### src/scr_spi_regs.svh
// register offsets, field positions, reset values and timing counts of the spi control block
`ifndef SCR_SPI_REGS_SVH
`define SCR_SPI_REGS_SVH

// ----------------------------------------
// offsets
// ----------------------------------------
`define SCR_CTL_OFS 8'h00
`define SCR_INTCLR_OFS 8'h14
`define SCR_INTEN_OFS 8'h16
`define SCR_INTSTAT_OFS 8'h18
`define SCR_DATA_OFS 8'h28

// ----------------------------------------
// fields and reset values
// ----------------------------------------
`define SCR_CTL_RST 32'h0000_0000
`define SCR_CTL_WMASK 32'h7F33_019F
`define SCR_SOFT_RST_BIT 0
`define SCR_ENABLE_BIT 1
`define SCR_PHASE_BIT 28
`define SCR_POLARITY_BIT 29
`define SCR_ORDER_BIT 30
`define SCR_IRQ_RXC 0
`define SCR_IRQ_SSR 1
`define SCR_IRQ_ERR 2

// ----------------------------------------
// timing
// ----------------------------------------
`define SCR_SYNC_CYCLES 4'h3

`endif

### src/scr_pkg.sv
// types of the spi control block
package scr_pkg;

  typedef enum logic [1:0] {
    SYNC_IDLE = 2'b00,
    SYNC_WAIT = 2'b01,
    SYNC_DONE = 2'b11
  } scr_sync_t;

  typedef struct packed {
    logic [31:0] ctrl;
    logic [2:0] inten;
    logic [2:0] stat;
    scr_sync_t sync;
    logic [3:0] cnt;
    logic [31:0] prdata;
    logic guard_err;
    logic [2:0] sck_s;
    logic [2:0] ss_s;
    logic [1:0] mosi_s;
    logic busy;
    logic [7:0] tx_sh;
    logic [7:0] rx_sh;
    logic [2:0] bitcnt;
    logic [7:0] rx_data;
    logic [7:0] tx_data;
    logic miso;
  } scr_state_t;

endpackage

### src/scr_spi_ctrl.sv
// apb register access, first control word and spi slave shifter
`timescale 1ns/10ps
`include "scr_spi_regs.svh"

module scr_spi_ctrl (
  input wire logic clk,
  input wire logic sys_rst,
  input wire logic [7:0] paddr,
  input wire logic psel,
  input wire logic penable,
  input wire logic pwrite,
  input wire logic [31:0] pwdata,
  input wire logic [3:0] pstrb,
  input wire logic [2:0] pprot,
  output logic [31:0] prdata,
  output logic pready,
  output logic pslverr,
  input wire logic guard_wp,
  input wire logic guard_secure,
  output logic guard_err,
  output logic irq,
  input wire logic sck,
  input wire logic ss_n,
  input wire logic mosi,
  output logic miso_o,
  output logic miso_oe
);

  // ----------------------------------------
  // helpers
  // ----------------------------------------
  function automatic logic [31:0] merge(input logic [31:0] old, input logic [31:0] wd,
                                        input logic [3:0] strb);
    logic [31:0] r;
    r = old;
    for (int i = 0; i < 4; i++) begin
      if (strb[i]) begin
        r[i*8 +: 8] = wd[i*8 +: 8];
      end
    end
    return r;
  endfunction

  function automatic logic out_bit(input logic [7:0] v, input logic lsb_first);
    return lsb_first ? v[0] : v[7];
  endfunction

  function automatic logic [7:0] shift_on(input logic [7:0] v, input logic lsb_first,
                                          input logic din);
    return lsb_first ? {din, v[7:1]} : {v[6:0], din};
  endfunction

  function automatic logic known_addr(input logic [7:0] a);
    return a == `SCR_CTL_OFS || a == `SCR_INTCLR_OFS || a == `SCR_INTEN_OFS ||
           a == `SCR_INTSTAT_OFS || a == `SCR_DATA_OFS;
  endfunction

  // ----------------------------------------
  // state
  // ----------------------------------------
  scr_pkg::scr_state_t q_reg;
  scr_pkg::scr_state_t q_next;

  logic setup;
  logic acc;
  logic ns_block;
  logic wp_hit;
  logic need_sync;
  logic commit;
  logic bad;

  assign setup = psel & ~penable;
  assign acc = psel & penable;
  assign ns_block = guard_secure & pprot[1];
  // only control words are protectable; status, clear and data stay open
  assign wp_hit = guard_wp & pwrite &
                  (paddr == `SCR_CTL_OFS || paddr == `SCR_INTEN_OFS);
  assign bad = ns_block | wp_hit | ~known_addr(paddr);
  // enable and soft reset live in byte 0 and cross over before taking effect
  assign need_sync = acc & pwrite & ~bad & (paddr == `SCR_CTL_OFS) & pstrb[0];
  assign pready = ~need_sync | (q_reg.sync == scr_pkg::SYNC_DONE);
  assign commit = acc & pready;
  assign pslverr = commit & bad;
  assign prdata = q_reg.prdata;
  assign guard_err = q_reg.guard_err;
  assign irq = |(q_reg.stat & q_reg.inten);
  assign miso_o = q_reg.miso;
  assign miso_oe = q_reg.busy & q_reg.ctrl[`SCR_ENABLE_BIT];

  // ----------------------------------------
  // next state
  // ----------------------------------------
  always_comb begin
    logic [31:0] m;
    logic [31:0] c;
    logic [2:0] set;
    logic [2:0] clr;
    logic lsb;
    logic edge_hit;
    logic lead;
    logic trail;
    logic smp;
    logic chg;
    logic [7:0] rx_new;
    m = merge(q_reg.ctrl, pwdata, pstrb);
    c = q_reg.ctrl;
    set = 3'h0;
    clr = 3'h0;
    lsb = q_reg.ctrl[`SCR_ORDER_BIT];
    edge_hit = 1'b0;
    lead = 1'b0;
    trail = 1'b0;
    smp = 1'b0;
    chg = 1'b0;
    rx_new = 8'h00;
    q_next = q_reg;
    q_next.guard_err = 1'b0;

    // ----------------------------------------
    // bus slave
    // ----------------------------------------
    if (setup) begin
      q_next.prdata = 32'h0000_0000;
      if (!pwrite && !ns_block) begin
        case (paddr)
          `SCR_CTL_OFS: q_next.prdata = q_reg.ctrl;
          `SCR_INTEN_OFS: q_next.prdata = {29'h0000_0000, q_reg.inten};
          `SCR_INTSTAT_OFS: q_next.prdata = {29'h0000_0000, q_reg.stat};
          `SCR_DATA_OFS: q_next.prdata = {24'h00_0000, q_reg.rx_data};
          default: q_next.prdata = 32'h0000_0000;
        endcase
      end
    end

    case (q_reg.sync)
      scr_pkg::SYNC_IDLE: begin
        if (need_sync) begin
          q_next.sync = scr_pkg::SYNC_WAIT;
          q_next.cnt = `SCR_SYNC_CYCLES - 4'h1;
        end
      end
      scr_pkg::SYNC_WAIT: begin
        if (q_reg.cnt == 4'h0) begin
          q_next.sync = scr_pkg::SYNC_DONE;
        end else begin
          q_next.cnt = q_reg.cnt - 4'h1;
        end
      end
      scr_pkg::SYNC_DONE: q_next.sync = scr_pkg::SYNC_IDLE;
      default: q_next.sync = scr_pkg::SYNC_IDLE;
    endcase

    if (commit && bad && (ns_block || wp_hit)) begin
      set[`SCR_IRQ_ERR] = 1'b1;
      q_next.guard_err = ns_block;
    end

    // ----------------------------------------
    // spi slave shifter
    // ----------------------------------------
    q_next.sck_s = {q_reg.sck_s[1:0], sck};
    q_next.ss_s = {q_reg.ss_s[1:0], ss_n};
    q_next.mosi_s = {q_reg.mosi_s[0], mosi};
    edge_hit = q_reg.sck_s[2] ^ q_reg.sck_s[1];
    // leading edge leaves the idle level picked by polarity
    lead = edge_hit & (q_reg.sck_s[1] != q_reg.ctrl[`SCR_POLARITY_BIT]);
    trail = edge_hit & (q_reg.sck_s[1] == q_reg.ctrl[`SCR_POLARITY_BIT]);
    smp = q_reg.ctrl[`SCR_PHASE_BIT] ? trail : lead;
    chg = q_reg.ctrl[`SCR_PHASE_BIT] ? lead : trail;

    if (!q_reg.ctrl[`SCR_ENABLE_BIT]) begin
      q_next.busy = 1'b0;
    end else if (q_reg.ss_s[2] && !q_reg.ss_s[1]) begin
      q_next.busy = 1'b1;
      q_next.bitcnt = 3'h0;
      q_next.tx_sh = q_reg.tx_data;
      if (!q_reg.ctrl[`SCR_PHASE_BIT]) begin
        q_next.miso = out_bit(q_reg.tx_data, lsb);
        q_next.tx_sh = shift_on(q_reg.tx_data, lsb, 1'b0);
      end
    end else if (q_reg.busy && q_reg.ss_s[1]) begin
      q_next.busy = 1'b0;
      set[`SCR_IRQ_SSR] = 1'b1;
    end else if (q_reg.busy) begin
      if (smp) begin
        rx_new = shift_on(q_reg.rx_sh, lsb, q_reg.mosi_s[1]);
        q_next.rx_sh = rx_new;
        q_next.bitcnt = q_reg.bitcnt + 3'h1;
        if (q_reg.bitcnt == 3'h7) begin
          q_next.rx_data = rx_new;
          q_next.tx_sh = q_reg.tx_data;
          set[`SCR_IRQ_RXC] = 1'b1;
        end
      end
      if (chg) begin
        q_next.miso = out_bit(q_reg.tx_sh, lsb);
        q_next.tx_sh = shift_on(q_reg.tx_sh, lsb, 1'b0);
      end
    end

    // ----------------------------------------
    // register writes
    // ----------------------------------------
    if (commit && pwrite && !bad) begin
      case (paddr)
        `SCR_CTL_OFS: begin
          // only bits 1:0 (enable and soft reset) may change while running
          if (q_reg.ctrl[`SCR_ENABLE_BIT]) begin
            c = {q_reg.ctrl[31:2], m[1:0]};
          end else begin
            c = m;
          end
          q_next.ctrl = c & `SCR_CTL_WMASK;
          q_next.ctrl[`SCR_SOFT_RST_BIT] = 1'b0;
        end
        `SCR_INTCLR_OFS: begin
          if (pstrb[0]) begin
            clr = pwdata[2:0];
          end
        end
        `SCR_INTEN_OFS: begin
          if (pstrb[0]) begin
            q_next.inten = pwdata[2:0];
          end
        end
        `SCR_DATA_OFS: begin
          if (pstrb[0]) begin
            q_next.tx_data = pwdata[7:0];
          end
        end
        default: q_next.ctrl = q_reg.ctrl;
      endcase
    end

    // set beats clear in the same cycle
    q_next.stat = (q_reg.stat & ~clr) | set;

    // soft reset wins over everything else in the same write
    if (commit && pwrite && !bad && paddr == `SCR_CTL_OFS && pstrb[0] &&
        pwdata[`SCR_SOFT_RST_BIT]) begin
      q_next = '0;
      q_next.ctrl = `SCR_CTL_RST;
      q_next.sck_s = {q_reg.sck_s[1:0], sck};
      q_next.ss_s = {q_reg.ss_s[1:0], ss_n};
      q_next.mosi_s = {q_reg.mosi_s[0], mosi};
    end
  end

  always_ff @(posedge clk) begin
    if (sys_rst) begin
      q_reg <= '0;
    end else begin
      q_reg <= q_next;
    end
  end

endmodule // scr_spi_ctrl

### config.mk
export PLATFORM = sky130hd
export DESIGN_NAME = scr_spi_ctrl
export DESIGN_NICKNAME = d
export VERILOG_FILES = /design/src/scr_pkg.sv /design/src/scr_spi_ctrl.sv
export VERILOG_INCLUDE_DIRS = /design/src
export SDC_FILE = /design/constraint.sdc
export NUM_CORES = 1
export LEC_CHECK = 0
export BUFFER_PORTS_ARGS = -buffer_cell sky130_fd_sc_hd__buf_4
export CORE_MARGIN = 5
export CORE_UTILIZATION = 51
export CTS_BUF_LIST = sky130_fd_sc_hd__clkbuf_4
export CTS_CLUSTER_DIAMETER = 30
export DETAILED_ROUTE_END_ITERATION = 10
export GPL_TIMING_DRIVEN = 0
export HOLD_SLACK_MARGIN = 0.12
export PLACE_DENSITY = 0.73
export SKIP_CTS_REPAIR_TIMING = 1
export SYNTH_ARGS = -nofsm -noshare
export SYNTH_HDL_FRONTEND = slang
export SYNTH_SLANG_ARGS = --single-unit
### constraint.sdc
create_clock -name clk -period 2.45 [get_ports clk]
set_input_delay 0 -clock clk [delete_from_list [all_inputs] [get_ports clk]]
set_output_delay 0 -clock clk [all_outputs]
set_load 0.1 [all_outputs]
* Word-level counts from Yosys, hierarchy flattened
Index checks and enable logic that the tools add are counted.
Operators by class: add/subtract/negate cells 2, eq/ne operators 14, multiplexer cells 45, bitwise operators 30, reductions and logical operators 48
Operators by type and width (number):
- $pmux W31 S4 | 1
- $mux W27 | 3
- $mux W8 | 10
- $mux W31 | 2
- $eq A8 B5 Y1 const B | 3
- $reduce_and A4 Y1 | 5
- $mux W1 | 16
- $reduce_and A5 Y1 | 3
- $and A1 B1 Y1 | 14
- $mux W3 | 4
- $logic_and A1 B1 Y1 | 10
- $ne A2 B2 Y1 const B | 5
- $reduce_bool A2 Y1 | 5
- $mux W9 | 1
- $reduce_and A3 Y1 | 3
- $reduce_or A3 Y1 | 3
- $eq A8 B6 Y1 const B | 1
- $logic_not A8 Y1 | 1
- $not A1 Y1 | 8
- $pmux W4 S2 | 1
- $mux W7 | 1
- $and A3 B3 Y3 | 2
- $logic_or A1 B1 Y1 | 6
- $mux W2 | 3
- 21 further kinds | 28
Storage, ports and cells: register bits after elaboration 107, bits of input ports 57, output and inout port bits 38, logic and storage cells 160

* Longest topological paths before layout
Gate-level depths: netlist of run 1.
word-level depth 20, mapped depth 7, gate-level depth less buffers 7

* Worst setup path after synthesis of run 1
No wires, ideal clock.
path kind input to output, start input port paddr[1], end output port pslverr, data arrival time 2687 ps, data required time 2450 ps, slack -237 ps, stages 4, buffers on the path 0, cell sequence or3_1 a2111oi_4 nor2_1 a31oi_1
Between the ends: longest elaborated chain between the ends 15, elaborated cells between the ends (all ways) 22, classes of those cells 4 x eq/ne; 12 x bitwise; 6 x reduce/logical
Ends and longest elaborated chain:
- from (decl) | RTL line scr_spi_ctrl.sv:8 | input wire logic [7:0] paddr,
- $eq A8 B5 Y1 or $logic_not A8 Y1 (tied branches)
- $logic_or A1 B1 Y1 (no source line) (4 in series)
- $not A1 Y1 | RTL line scr_spi_ctrl.sv:78 | assign bad = ns_block | wp_hit | ~known_addr(paddr);
- $or A1 B1 Y1 | RTL line scr_spi_ctrl.sv:78
- $not A1 Y1 | RTL line scr_spi_ctrl.sv:80 | assign need_sync = acc & pwrite & ~bad & (paddr == `SCR_CTL_OFS) & pstrb[0];
- $and A1 B1 Y1 (3 in series) | RTL line scr_spi_ctrl.sv:80
- $not A1 Y1 | RTL line scr_spi_ctrl.sv:81 | assign pready = ~need_sync | (q_reg.sync == scr_pkg::SYNC_DONE);
- $or A1 B1 Y1 | RTL line scr_spi_ctrl.sv:81
- $and A1 B1 Y1 | RTL line scr_spi_ctrl.sv:82 | assign commit = acc & pready;
- $and A1 B1 Y1 * | RTL line scr_spi_ctrl.sv:83 | assign pslverr = commit & bad;
- to (decl) | RTL line scr_spi_ctrl.sv:17 | output logic pslverr,
Every way passes the cells marked *; elsewhere a longest branch is shown, timed or not.

* Final worst setup path of run 1
start register q_reg[118] in the netlist's numbering, end register q_reg[19] in the netlist's numbering
Between the ends: longest elaborated chain between the ends 3
Ends and longest elaborated chain:
- from (decl) | RTL line scr_spi_ctrl.sv:61 | scr_pkg::scr_state_t q_reg;
- from (signal assigned) | RTL line scr_spi_ctrl.sv:253 | q_reg <= q_next;
- $mux W1 | RTL line scr_spi_ctrl.sv:168 | smp = q_reg.ctrl[`SCR_PHASE_BIT] ? trail : lead;
- $reduce_bool A2 Y1 (no source line)
- $reduce_and A4 Y1 (no source line)
Every way passes these cells. A chain may end at the register's enable or synchronous reset.

==> results.md, run 1 <==
- Synth Flop Type: dfxtp_1
- Clock Sinks: 95
- Initial antenna violation count: 0
- Post-synth top area share: between 40% and 50%
- Post-DP HPWL: around 8.4 mm
- Clock buffer depth: 2
- Synth area leaders: dfxtp_1 (42%), mux2i_1 (11%), nor2_1 (7.1%)
- Congestion Overflow GR: 0
- Post-Syn Area: between 4000 and 5000 sq um
- Post-route clock period utilization: approximately 93%
- Clk slew on worst S/H paths: 0.15 ns
- Sequential-to-total area share from yosys stat: between 40% and 50%
- Vias: 4,063
- Iter 0 DRT Violations: around 260
- GRT Overall Usage: between 15 and 20%
- Synthesis-to-finish area growth: 25.5%
- First-pass GRT wire length: between 15 and 20 mm
- GR Util met2: between 30% and 40%
- Die area: around 11,000 sq um
- Total CTS buffers: 9
- Nature of the critical path startpoint: flop
- H-tree levels: 3
- DP Worst Slack: -0.0187 ns
- Setup TNS: 0 ns
- Post-synth top area cell: dfxtp_1
- I/O Buffers: 67
- Row cnt: 34
- Number of flip-flops under the largest register name: between 70 and 80
- Fin Hold WS: between 0.09 and 0.1 ns
- Final wirelength: around 11 mm
- Layout Nets: 692
- Non-Filler Instances: 744
- R2R setup slack: about 0.16 ns
- Pre-antenna DRT Iters: 5
- Worst hold path class: primary input to flop
- Fraction of layout cells with a size suffix above 1: a little over a fifth
- Yosys warning total: 0
- Power Density: between 400 and 500 nW/um^2
- CTS tree: done
- Largest net degree at the start of global routing: 16
- Post-synth EDFFs: 0
- Avg Inst Size Synth: 8.99 sq um
- ANT nets after route: 0
- Root buffer cell: clkbuf_4
- FF+latch count, synth: 95
- Ports: between 90 and 100
- WL/cell: 15.5 um
- GP Congestion: approximately 0.88
- Top Usage Layer GRT: met2
- Outcome: finished clean
- Starting Density: roughly 52%
- Design Area, Final: roughly 5700 sq um
- Fmax: around 440 MHz
- Worst-Skew Late Latency: 0.43 ns
- Worst slew pin tran: about 1.1 ns
- Max_cap viols: 0
- Worst path required time: around 2.8 ns
- Chip Height: ~100 um
- Diode count: 0
- Crit-path max FO: 10
- Pins Over Slew Limit: 0
- Met3 Track Usage GR: between 4 and 5%
- Critical Setup Path Class: flop to flop
- Distinct cells, synth: 54
- Final setup viols: 0
- Grt met1 use: 27.6%
- FFs w/ async S/R, synth: 0%
- Slack of the critical path: ~0.16 ns
- Fin Clk Skew: 0.0183 ns
- Hold Fails Final Rpt: 0
- Total power: roughly 2.7 mW
- Fin util: between 60% and 70%
- Post-DP Area: roughly 5300 sq um
- Slew Limit Headroom: 25.2%
- Core footprint: roughly 8700 sq um
- Arrival time at the worst endpoint: approximately 2.7 ns
- Drc violations: 0
- Minimum clock period: between 2 and 2.5 ns
- DP Cell Count: about 700
- Die Span X: 105 um
- Vias/cell: between 5 and 6
- Leakage: around 2.2 nW
- Crit. End Element: flop
- Vias in the first global route: 3,719
- VDD IR-drop max: between 300 and 400 uV
- Cells after synthesis: 508
[synth_stat cells (3+ instances only)]
| cell type | n |
|---|---|
| a22oi_1 | 21 |
| o32ai_1 | 7 |
| nor2b_1 | 12 |
| o21ai_0 | 9 |
| buf_2 | 10 |
| and2_1 | 3 |
| ha_1 | 4 |
| a211oi_1 | 27 |
| a21oi_1 | 26 |
| nand2_1 | 22 |
| nand2b_1 | 7 |
| nor3_1 | 11 |
| nand3_1 | 6 |
| mux2i_1 | 52 |
| nor2_1 | 86 |
| buf_4 | 32 |
| clkbuf_1 | 10 |
| nand4_1 | 4 |
| inv_1 | 14 |
| dfxtp_1 | 95 |
| a22o_1 | 3 |
| and4_1 | 3 |
| buf_6 | 4 |
[per-layer routing]
layer / wire length (um) / vias up
met5: 0 / -
met4: 161 / 0
met3: 728 / 16
met2: 5280 / 138
met1: 5330 / 1885
li1: - / 2024
[power by group]
| part | total (mW) | internal (mW) | leakage (nW) | switching [mW] |
|---|---|---|---|---|
| combinational | 0.314 | 0.120 | 1.33 | 0.193 |
| clock | 0.824 | 0.305 | 0.0705 | 0.519 |
| sequential | 1.56 | 1.55 | 0.766 | 0.00370 |
| total | 2.69 | 1.98 | 2.17 | 0.716 |
[logic make-up after synthesis]
group / synth area share, %
AND/OR/NAND/NOR: 17.6
AO/OA/AOI/OAI: 17.7
flip-flops: 41.7
buffers and inverters: 9.40
multiplexers: 11.9
adder cells (fa/ha/maj): 1.10
XOR/XNOR: 0.576
other: 0.0821
[path summary, 6_finish.rpt]
kind,start,end,cells after the start
max,q_reg[118],q_reg[19],7
min,paddr[1],q_reg[86],4
max reg2reg,q_reg[118],q_reg[19],7
min reg2reg,q_reg[37],q_reg[38],1
[cell usage in the layout (no fill, tap or decap), drive strengths merged, types with 5 or more instances in the layout]
cell type and count:
conb 12, clkinv 5, a211oi 27, inv 15, nand2b 7, a21oi 26, a22oi 21, nand2 22
nand3 6, nor2 86, o21ai 10, dlygate4sd3 34, o32ai 7, clkbuf 19, nor2b 12, nor3 12
dfxtp 95, buf 114, mux2i 52
[worst max-delay path, cell delays in order, from the launching register on]
cell	delay, ns
dfxtp_1	0.33
buf_2	0.23
xor2_1	0.29
mux2i_2	0.19
nor2_1	0.52
clkbuf_1	0.40
a22oi_1	0.16
nor2_1	0.10
[area by class of cell]
type                    count  area [sq um]
clock inverters             7          62.6
flip-flops and latches     95          1900
well taps                 108           135
multi-input cells         353          2290
inverters                  14          52.6
repair buffers            101           843
fillers                   725          2990
clock buffers               9          67.6
plain buffers              57           377
Note: power is estimated with default switching activity, not from simulation.
==> run 2: changes to the inputs <==
--- a/config.mk
+++ b/config.mk
@@ -7,14 +7,16 @@
 export NUM_CORES = 1
 export LEC_CHECK = 0
 export BUFFER_PORTS_ARGS = -buffer_cell sky130_fd_sc_hd__buf_4
+export CELL_PAD_IN_SITES_DETAIL_PLACEMENT = 1
+export CELL_PAD_IN_SITES_GLOBAL_PLACEMENT = 2
 export CORE_MARGIN = 5
-export CORE_UTILIZATION = 51
+export CORE_UTILIZATION = 30
 export CTS_BUF_LIST = sky130_fd_sc_hd__clkbuf_4
 export CTS_CLUSTER_DIAMETER = 30
 export DETAILED_ROUTE_END_ITERATION = 10
 export GPL_TIMING_DRIVEN = 0
 export HOLD_SLACK_MARGIN = 0.12
-export PLACE_DENSITY = 0.73
+export PLACE_DENSITY = 0.72
 export SKIP_CTS_REPAIR_TIMING = 1
 export SYNTH_ARGS = -nofsm -noshare
 export SYNTH_HDL_FRONTEND = slang
==> results.md, run 2 (same netlist as run 1, synthesis figures left out) <==
- Initial antenna violation count: 0 (unchanged)
- ANT nets after route: 0 (unchanged)
- Iter 0 DRT Violations: 205 (-20%)
- Slew Limit Headroom: 48.0% (+23 points)
- Starting Density: 30.3% (-22 points)
- Critical hold path startpoint: guard_wp
- GP Congestion: 0.777 (-12%)
- End point of the worst hold path: q_reg[86]
- Worst slew pin tran: 0.774 ns (-0.340 ns)
- Worst r2r src: q_reg[118]
- WL/cell: 16.8 um (+8.9%)
- CTS tree: done
- Post-DP HPWL: 10.3 mm (+23%)
- Fin Clk Skew: 0.0111 ns (-0.00721 ns)
- Max_cap viols: 0 (unchanged)
- Fin util: 39.2% (-27 points)
- Ports: 95 (unchanged)
- Diode count: 0 (unchanged)
- Commonest non-fill, non-tap cell in the layout: buf_4
- Hold Fails Final Rpt: 0 (unchanged)
- Total CTS buffers: 9 (unchanged)
- Core footprint: 15,100 sq um (+73%)
- Die Span X: 133 um (+27%)
- Worst-Skew Late Latency: 0.47 ns (+0.04 ns)
- GRT Overall Usage: 15.2% (-4.7 points)
- Arrival time at the worst endpoint: 2.32 ns (-0.33 ns)
- Root buffer cell: clkbuf_4
- Pins Over Slew Limit: 0 (unchanged)
- Drc violations: 0 (unchanged)
- Crit-path max FO: 10 (unchanged)
- R2R setup slack: 0.18 ns (+0.02 ns)
- Reg2reg end: q_reg[19]
- Total power: 2.82 mW (+4.8%)
- First-pass GRT wire length: 21.7 mm (+19%)
- Most frequent cells in the layout: buf_4 (99), dfxtp_1 (95), nor2_1 (85), mux2i_1 (51), dlygate4sd3_1 (37)
- Die area: 17,800 sq um (+63%)
- Clock Sinks: 95 (unchanged)
- Critical Setup Path Class: primary input to primary output
- Vias in the first global route: 4,086 (+9.9%)
- Hold Path Stages: 5 (+1)
- Non-Filler Instances: 827 (+11%)
- Reg2Reg Depth: 7 (unchanged)
- Minimum clock period: 2.32 ns (+0.0306 ns)
- H-tree levels: 3 (unchanged)
- Congestion Overflow GR: 0 (unchanged)
- Number of flip-flops under the largest register name: 73 (unchanged)
- Final wirelength: 13.9 mm (+21%)
- Outcome: finished clean
- Leakage: 2.22 nW (+2.5%)
- DP Worst Slack: -0.308 ns (-0.289 ns)
- VDD IR-drop max: 215 uV (-33%)
- Vias: 4,107 (+1.1%)
- DP Cell Count: 774 (+12%)
- Unrepaired setup endpoints after global routing: true
- Largest net degree at the start of global routing: 18 (+2)
- Worst path required time: 2.45 ns (-0.36 ns)
- Pre-antenna DRT Iters: 4 (-1)
- Clk slew on worst S/H paths: 0.16 ns (about the same)
- Worst hold path class: primary input to flop
- Final setup viols: 0 (unchanged)
- Fin Hold WS: 0.107 ns (+0.0133 ns)
- Fraction of layout cells with a size suffix above 1: 22.8% (+1.2 points)
- Clock buffer depth: 2 (unchanged)
- I/O Buffers: 67 (unchanged)
- Layout Nets: 695 (+0.43%)
- Slack of the critical path: 0.131 ns (-0.0306 ns)
- Vias/cell: 4.97 (-9.1%)
- Row cnt: 45 (+32%)
- Synthesis-to-finish area growth: 29.5%
- Nature of the critical path startpoint: primary input
- Chip Height: 133 um (+27%)
- Power Density: 477 nW/um^2 (+1.6%)
- Post-route clock period utilization: 94.6% (+1.2 points)
- Crit. End Element: primary output
- Fmax: 431 MHz (-1.3%)
==> run 2: changes by cell type in the layout (fill, tap and decap cells not counted), sizes merged <==
cell | before | now
clkinv | 5 | 1
clkbuf | 19 | 20
dlygate4sd3 | 34 | 37
inv | 15 | 18
==> run 2: worst max-delay path, stage by stage <==
cell and delay [ns]:
buf_4 0.11, nor3_2 0.60, nand3_1 0.48, nor3_1 0.73, nand2_1 0.12, buf_4 0.27
==> run 2: metrics by stage <==
step,area [sq um],TNS (ns)
2_1_floorplan,4610,0
3_3_place_gp,5350,-12.46
3_5_place_dp,5350,-14.81
4_1_cts,5500,-0.312
5_1_grt,5910,-0.0172
6_report,5910,0
==> run 2: report_power, final <==
group | total, mW | internal (mW) | switching (mW) | leakage [nW]
clock | 0.942 | 0.344 | 0.598 | 0.0852
combinational | 0.324 | 0.123 | 0.201 | 1.37
sequential | 1.56 | 1.55 | 0.00393 | 0.766
total | 2.82 | 2.02 | 0.804 | 2.22
==> run 2: worst max path at each step <==
stage / from / end / slack (ns)
floorplan: q_reg[91] / q_reg[19] / 0.09
global placement: paddr[0] / prdata[29] / -0.30
detailed placement: paddr[0] / prdata[27] / -0.31
CTS: q_reg[83] / q_reg[117] / -0.06
global route: q_reg[118] / q_reg[24] / -0.01
finish: paddr[0] / pready / 0.13
==> run 2: area by class of cell <==
type                            instances  area (sq um)
Multi-Input combinational cell        353          2320
Clock inverter                          6          75.1
Buffer                                 57           378
Tap cell                              188           235
Sequential cell                        95          1900
Fill cell                            1789          9180
Clock buffer                           10          75.1
Inverter                               14          52.6
Timing Repair Buffer                  104           873
==> run 2: metal layers <==
layer | global-route usage (%) | share of wire [%] | vias up
met5 | 0 | 0 | -
met1 | 20.4 | 47 | 1974
met2 | 24.8 | 47 | 89
met4 | 5.26 | 1.8 | 0
met3 | 2.72 | 3.9 | 17
li1 | - | - | 2027
==> run 3: changes to the inputs <==
--- a/config.mk
+++ b/config.mk
@@ -16,7 +16,7 @@
 export DETAILED_ROUTE_END_ITERATION = 10
 export GPL_TIMING_DRIVEN = 0
 export HOLD_SLACK_MARGIN = 0.12
-export PLACE_DENSITY = 0.72
+export PLACE_DENSITY = 0.7
 export SKIP_CTS_REPAIR_TIMING = 1
 export SYNTH_ARGS = -nofsm -noshare
 export SYNTH_HDL_FRONTEND = slang
==> results.md, run 3 (same netlist as run 1, synthesis figures left out) <==
- Crit. End Element: flop
- Synthesis-to-finish area growth: 29.6% (about the same)
- Total CTS buffers: 9 (unchanged)
- Diode count: 0 (unchanged)
- Number of flip-flops under the largest register name: 73 (unchanged)
- Max_cap viols: 0 (unchanged)
- Vias: 4,058 (-1.2%)
- Fin Clk Skew: 0.0244 ns (+0.0133 ns)
- Slew Limit Headroom: 46.6% (-1.4 points)
- Layout Nets: 697 (+0.29%)
- Die Span X: 133 um (unchanged)
- I/O Buffers: 67 (unchanged)
- Unrepaired setup endpoints after global routing: false
- Drc violations: 0 (unchanged)
- CTS tree: done
- Total power: 2.77 mW (-1.8%)
- Minimum clock period: 2.26 ns (-0.0547 ns)
- Largest net degree at the start of global routing: 20 (+2)
- GP Congestion: 0.782 (+0.64%)
- Worst-Skew Late Latency: 0.49 ns (+0.02 ns)
- Congestion Overflow GR: 0 (unchanged)
- VDD IR-drop max: 179 uV (-17%)
- Setup TNS: 0 ns (unchanged)
- Slack of the critical path: 0.186 ns (+0.0547 ns)
- Vias/cell: 4.90 (-1.4%)
- Max stage delay on crit path: 0.40 ns (-0.33 ns)
- Most frequent cells in the layout: buf_4 (99), dfxtp_1 (95), nor2_1 (85), mux2i_1 (51), dlygate4sd3_1 (39)
- Fin util: 39.2% (about the same)
- Hold Fails Final Rpt: 0 (unchanged)
- CP cell instances: buf_2 > xor2_1 > mux2i_2 > nor3b_4 > clkbuf_1 > nor2_1 > a211oi_1
- Leakage: 2.22 nW (about the same)
- Sequential Area: 1900 sq um (unchanged)
- Commonest non-fill, non-tap cell in the layout: buf_4
- Non-Filler Instances: 829 (+0.24%)
- Final wirelength: 14.2 mm (+1.7%)
- DP Cell Count: 774 (unchanged)
- Post-route clock period utilization: 92.4% (-2.2 points)
- Chip Height: 133 um (unchanged)
- Clock buffer depth: 2 (unchanged)
- Outcome: finished clean
- Clock Sinks: 95 (unchanged)
- Pre-antenna DRT Iters: 4 (unchanged)
- Vias in the first global route: 4,100 (+0.34%)
- ANT nets after route: 0 (unchanged)
- Fmax: 442 MHz (+2.4%)
- Nature of the critical path startpoint: flop
- Worst path required time: 2.86 ns (+0.41 ns)
- Post-DP HPWL: 10.4 mm (+0.95%)
- Row cnt: 45 (unchanged)
- Area of the multi-input gates: 2320 sq um (-0.27%)
- First-pass GRT wire length: 22.0 mm (+1.2%)
- Power Density: 468 nW/um^2 (-1.9%)
- Arrival time at the worst endpoint: 2.67 ns (+0.35 ns)
- H-tree levels: 3 (unchanged)
- Starting Density: 30.3% (unchanged)
- WL/cell: 17.1 um (+1.4%)
- Worst hold path class: primary input to flop
- Fraction of layout cells with a size suffix above 1: 22.8% (-0.071 points)
- Core footprint: 15,100 sq um (unchanged)
- Initial antenna violation count: 0 (unchanged)
- Crit-path max FO: 10 (unchanged)
- Worst slew pin tran: 0.778 ns (+0.00435 ns)
- Die area: 17,800 sq um (unchanged)
- Iter 0 DRT Violations: 256 (+25%)
- Fillers: 1,758 (-1.7%)
- DP Worst Slack: -0.286 ns (+0.0217 ns)
- Pins Over Slew Limit: 0 (unchanged)
- Worst path slowest cell: clkbuf_1
- Critical Setup Path Class: flop to flop
- GRT Overall Usage: 15.4% (+0.19 points)
- Clk slew on worst S/H paths: 0.19 ns (+0.03 ns)
- Ports: 95 (unchanged)
- Root buffer cell: clkbuf_4
- Final setup viols: 0 (unchanged)
run 3: area by class of cell:
type                       instances  share of cell area, %
inverter                          14                  0.888
clock buffer                       9                   1.14
tap                              188                   3.97
sequential                        95                   32.1
buffer                            57                   6.41
multi-input combinational        353                   39.1
timing repair buffer             106                   15.1
clock inverter                     7                   1.23
run 3: stage by stage:
step	area, sq um	hold slack (ns)
finish	5920	0.0960
floorplan	4610	0.128
global route	5920	0.138
global placement	5350	0.211
CTS	5490	-0.328
detailed placement	5350	0.218
run 3: critical path: cells and delay by family, from the launching register on:
kind            cells  cell delay (ns)
compound gates      1             0.21
xor+xnor            1             0.27
buf+inv             2             0.65
flops               1             0.35
mux                 1             0.20
simple gates        2             0.48
run 3: worst paths after layout:
kind              start    endpoint  slack [ns]  depth (start not counted)
max          q_reg[118]   q_reg[15]        0.19                          7
min                psel  prdata[30]         0.1                          5
max reg2reg  q_reg[118]   q_reg[15]        0.19                          7
min reg2reg   q_reg[37]   q_reg[38]        0.46                          1
run 3: where the power goes:
group	leakage, nW	internal, mW	switching [mW]	total [mW]
logic	1.38	0.124	0.202	0.326
clock network	0.0737	0.240	0.648	0.888
registers	0.766	1.55	0.00390	1.56
run 3: per-layer routing:
metal  up-vias  global-route usage (%)  wire length, um
met1      1955                    20.6             6770
met2        64                    25.4             6750
met5         -                       0                0
li1       2025                       -                -
met3        14                    2.83              434
met4         0                    4.69              193
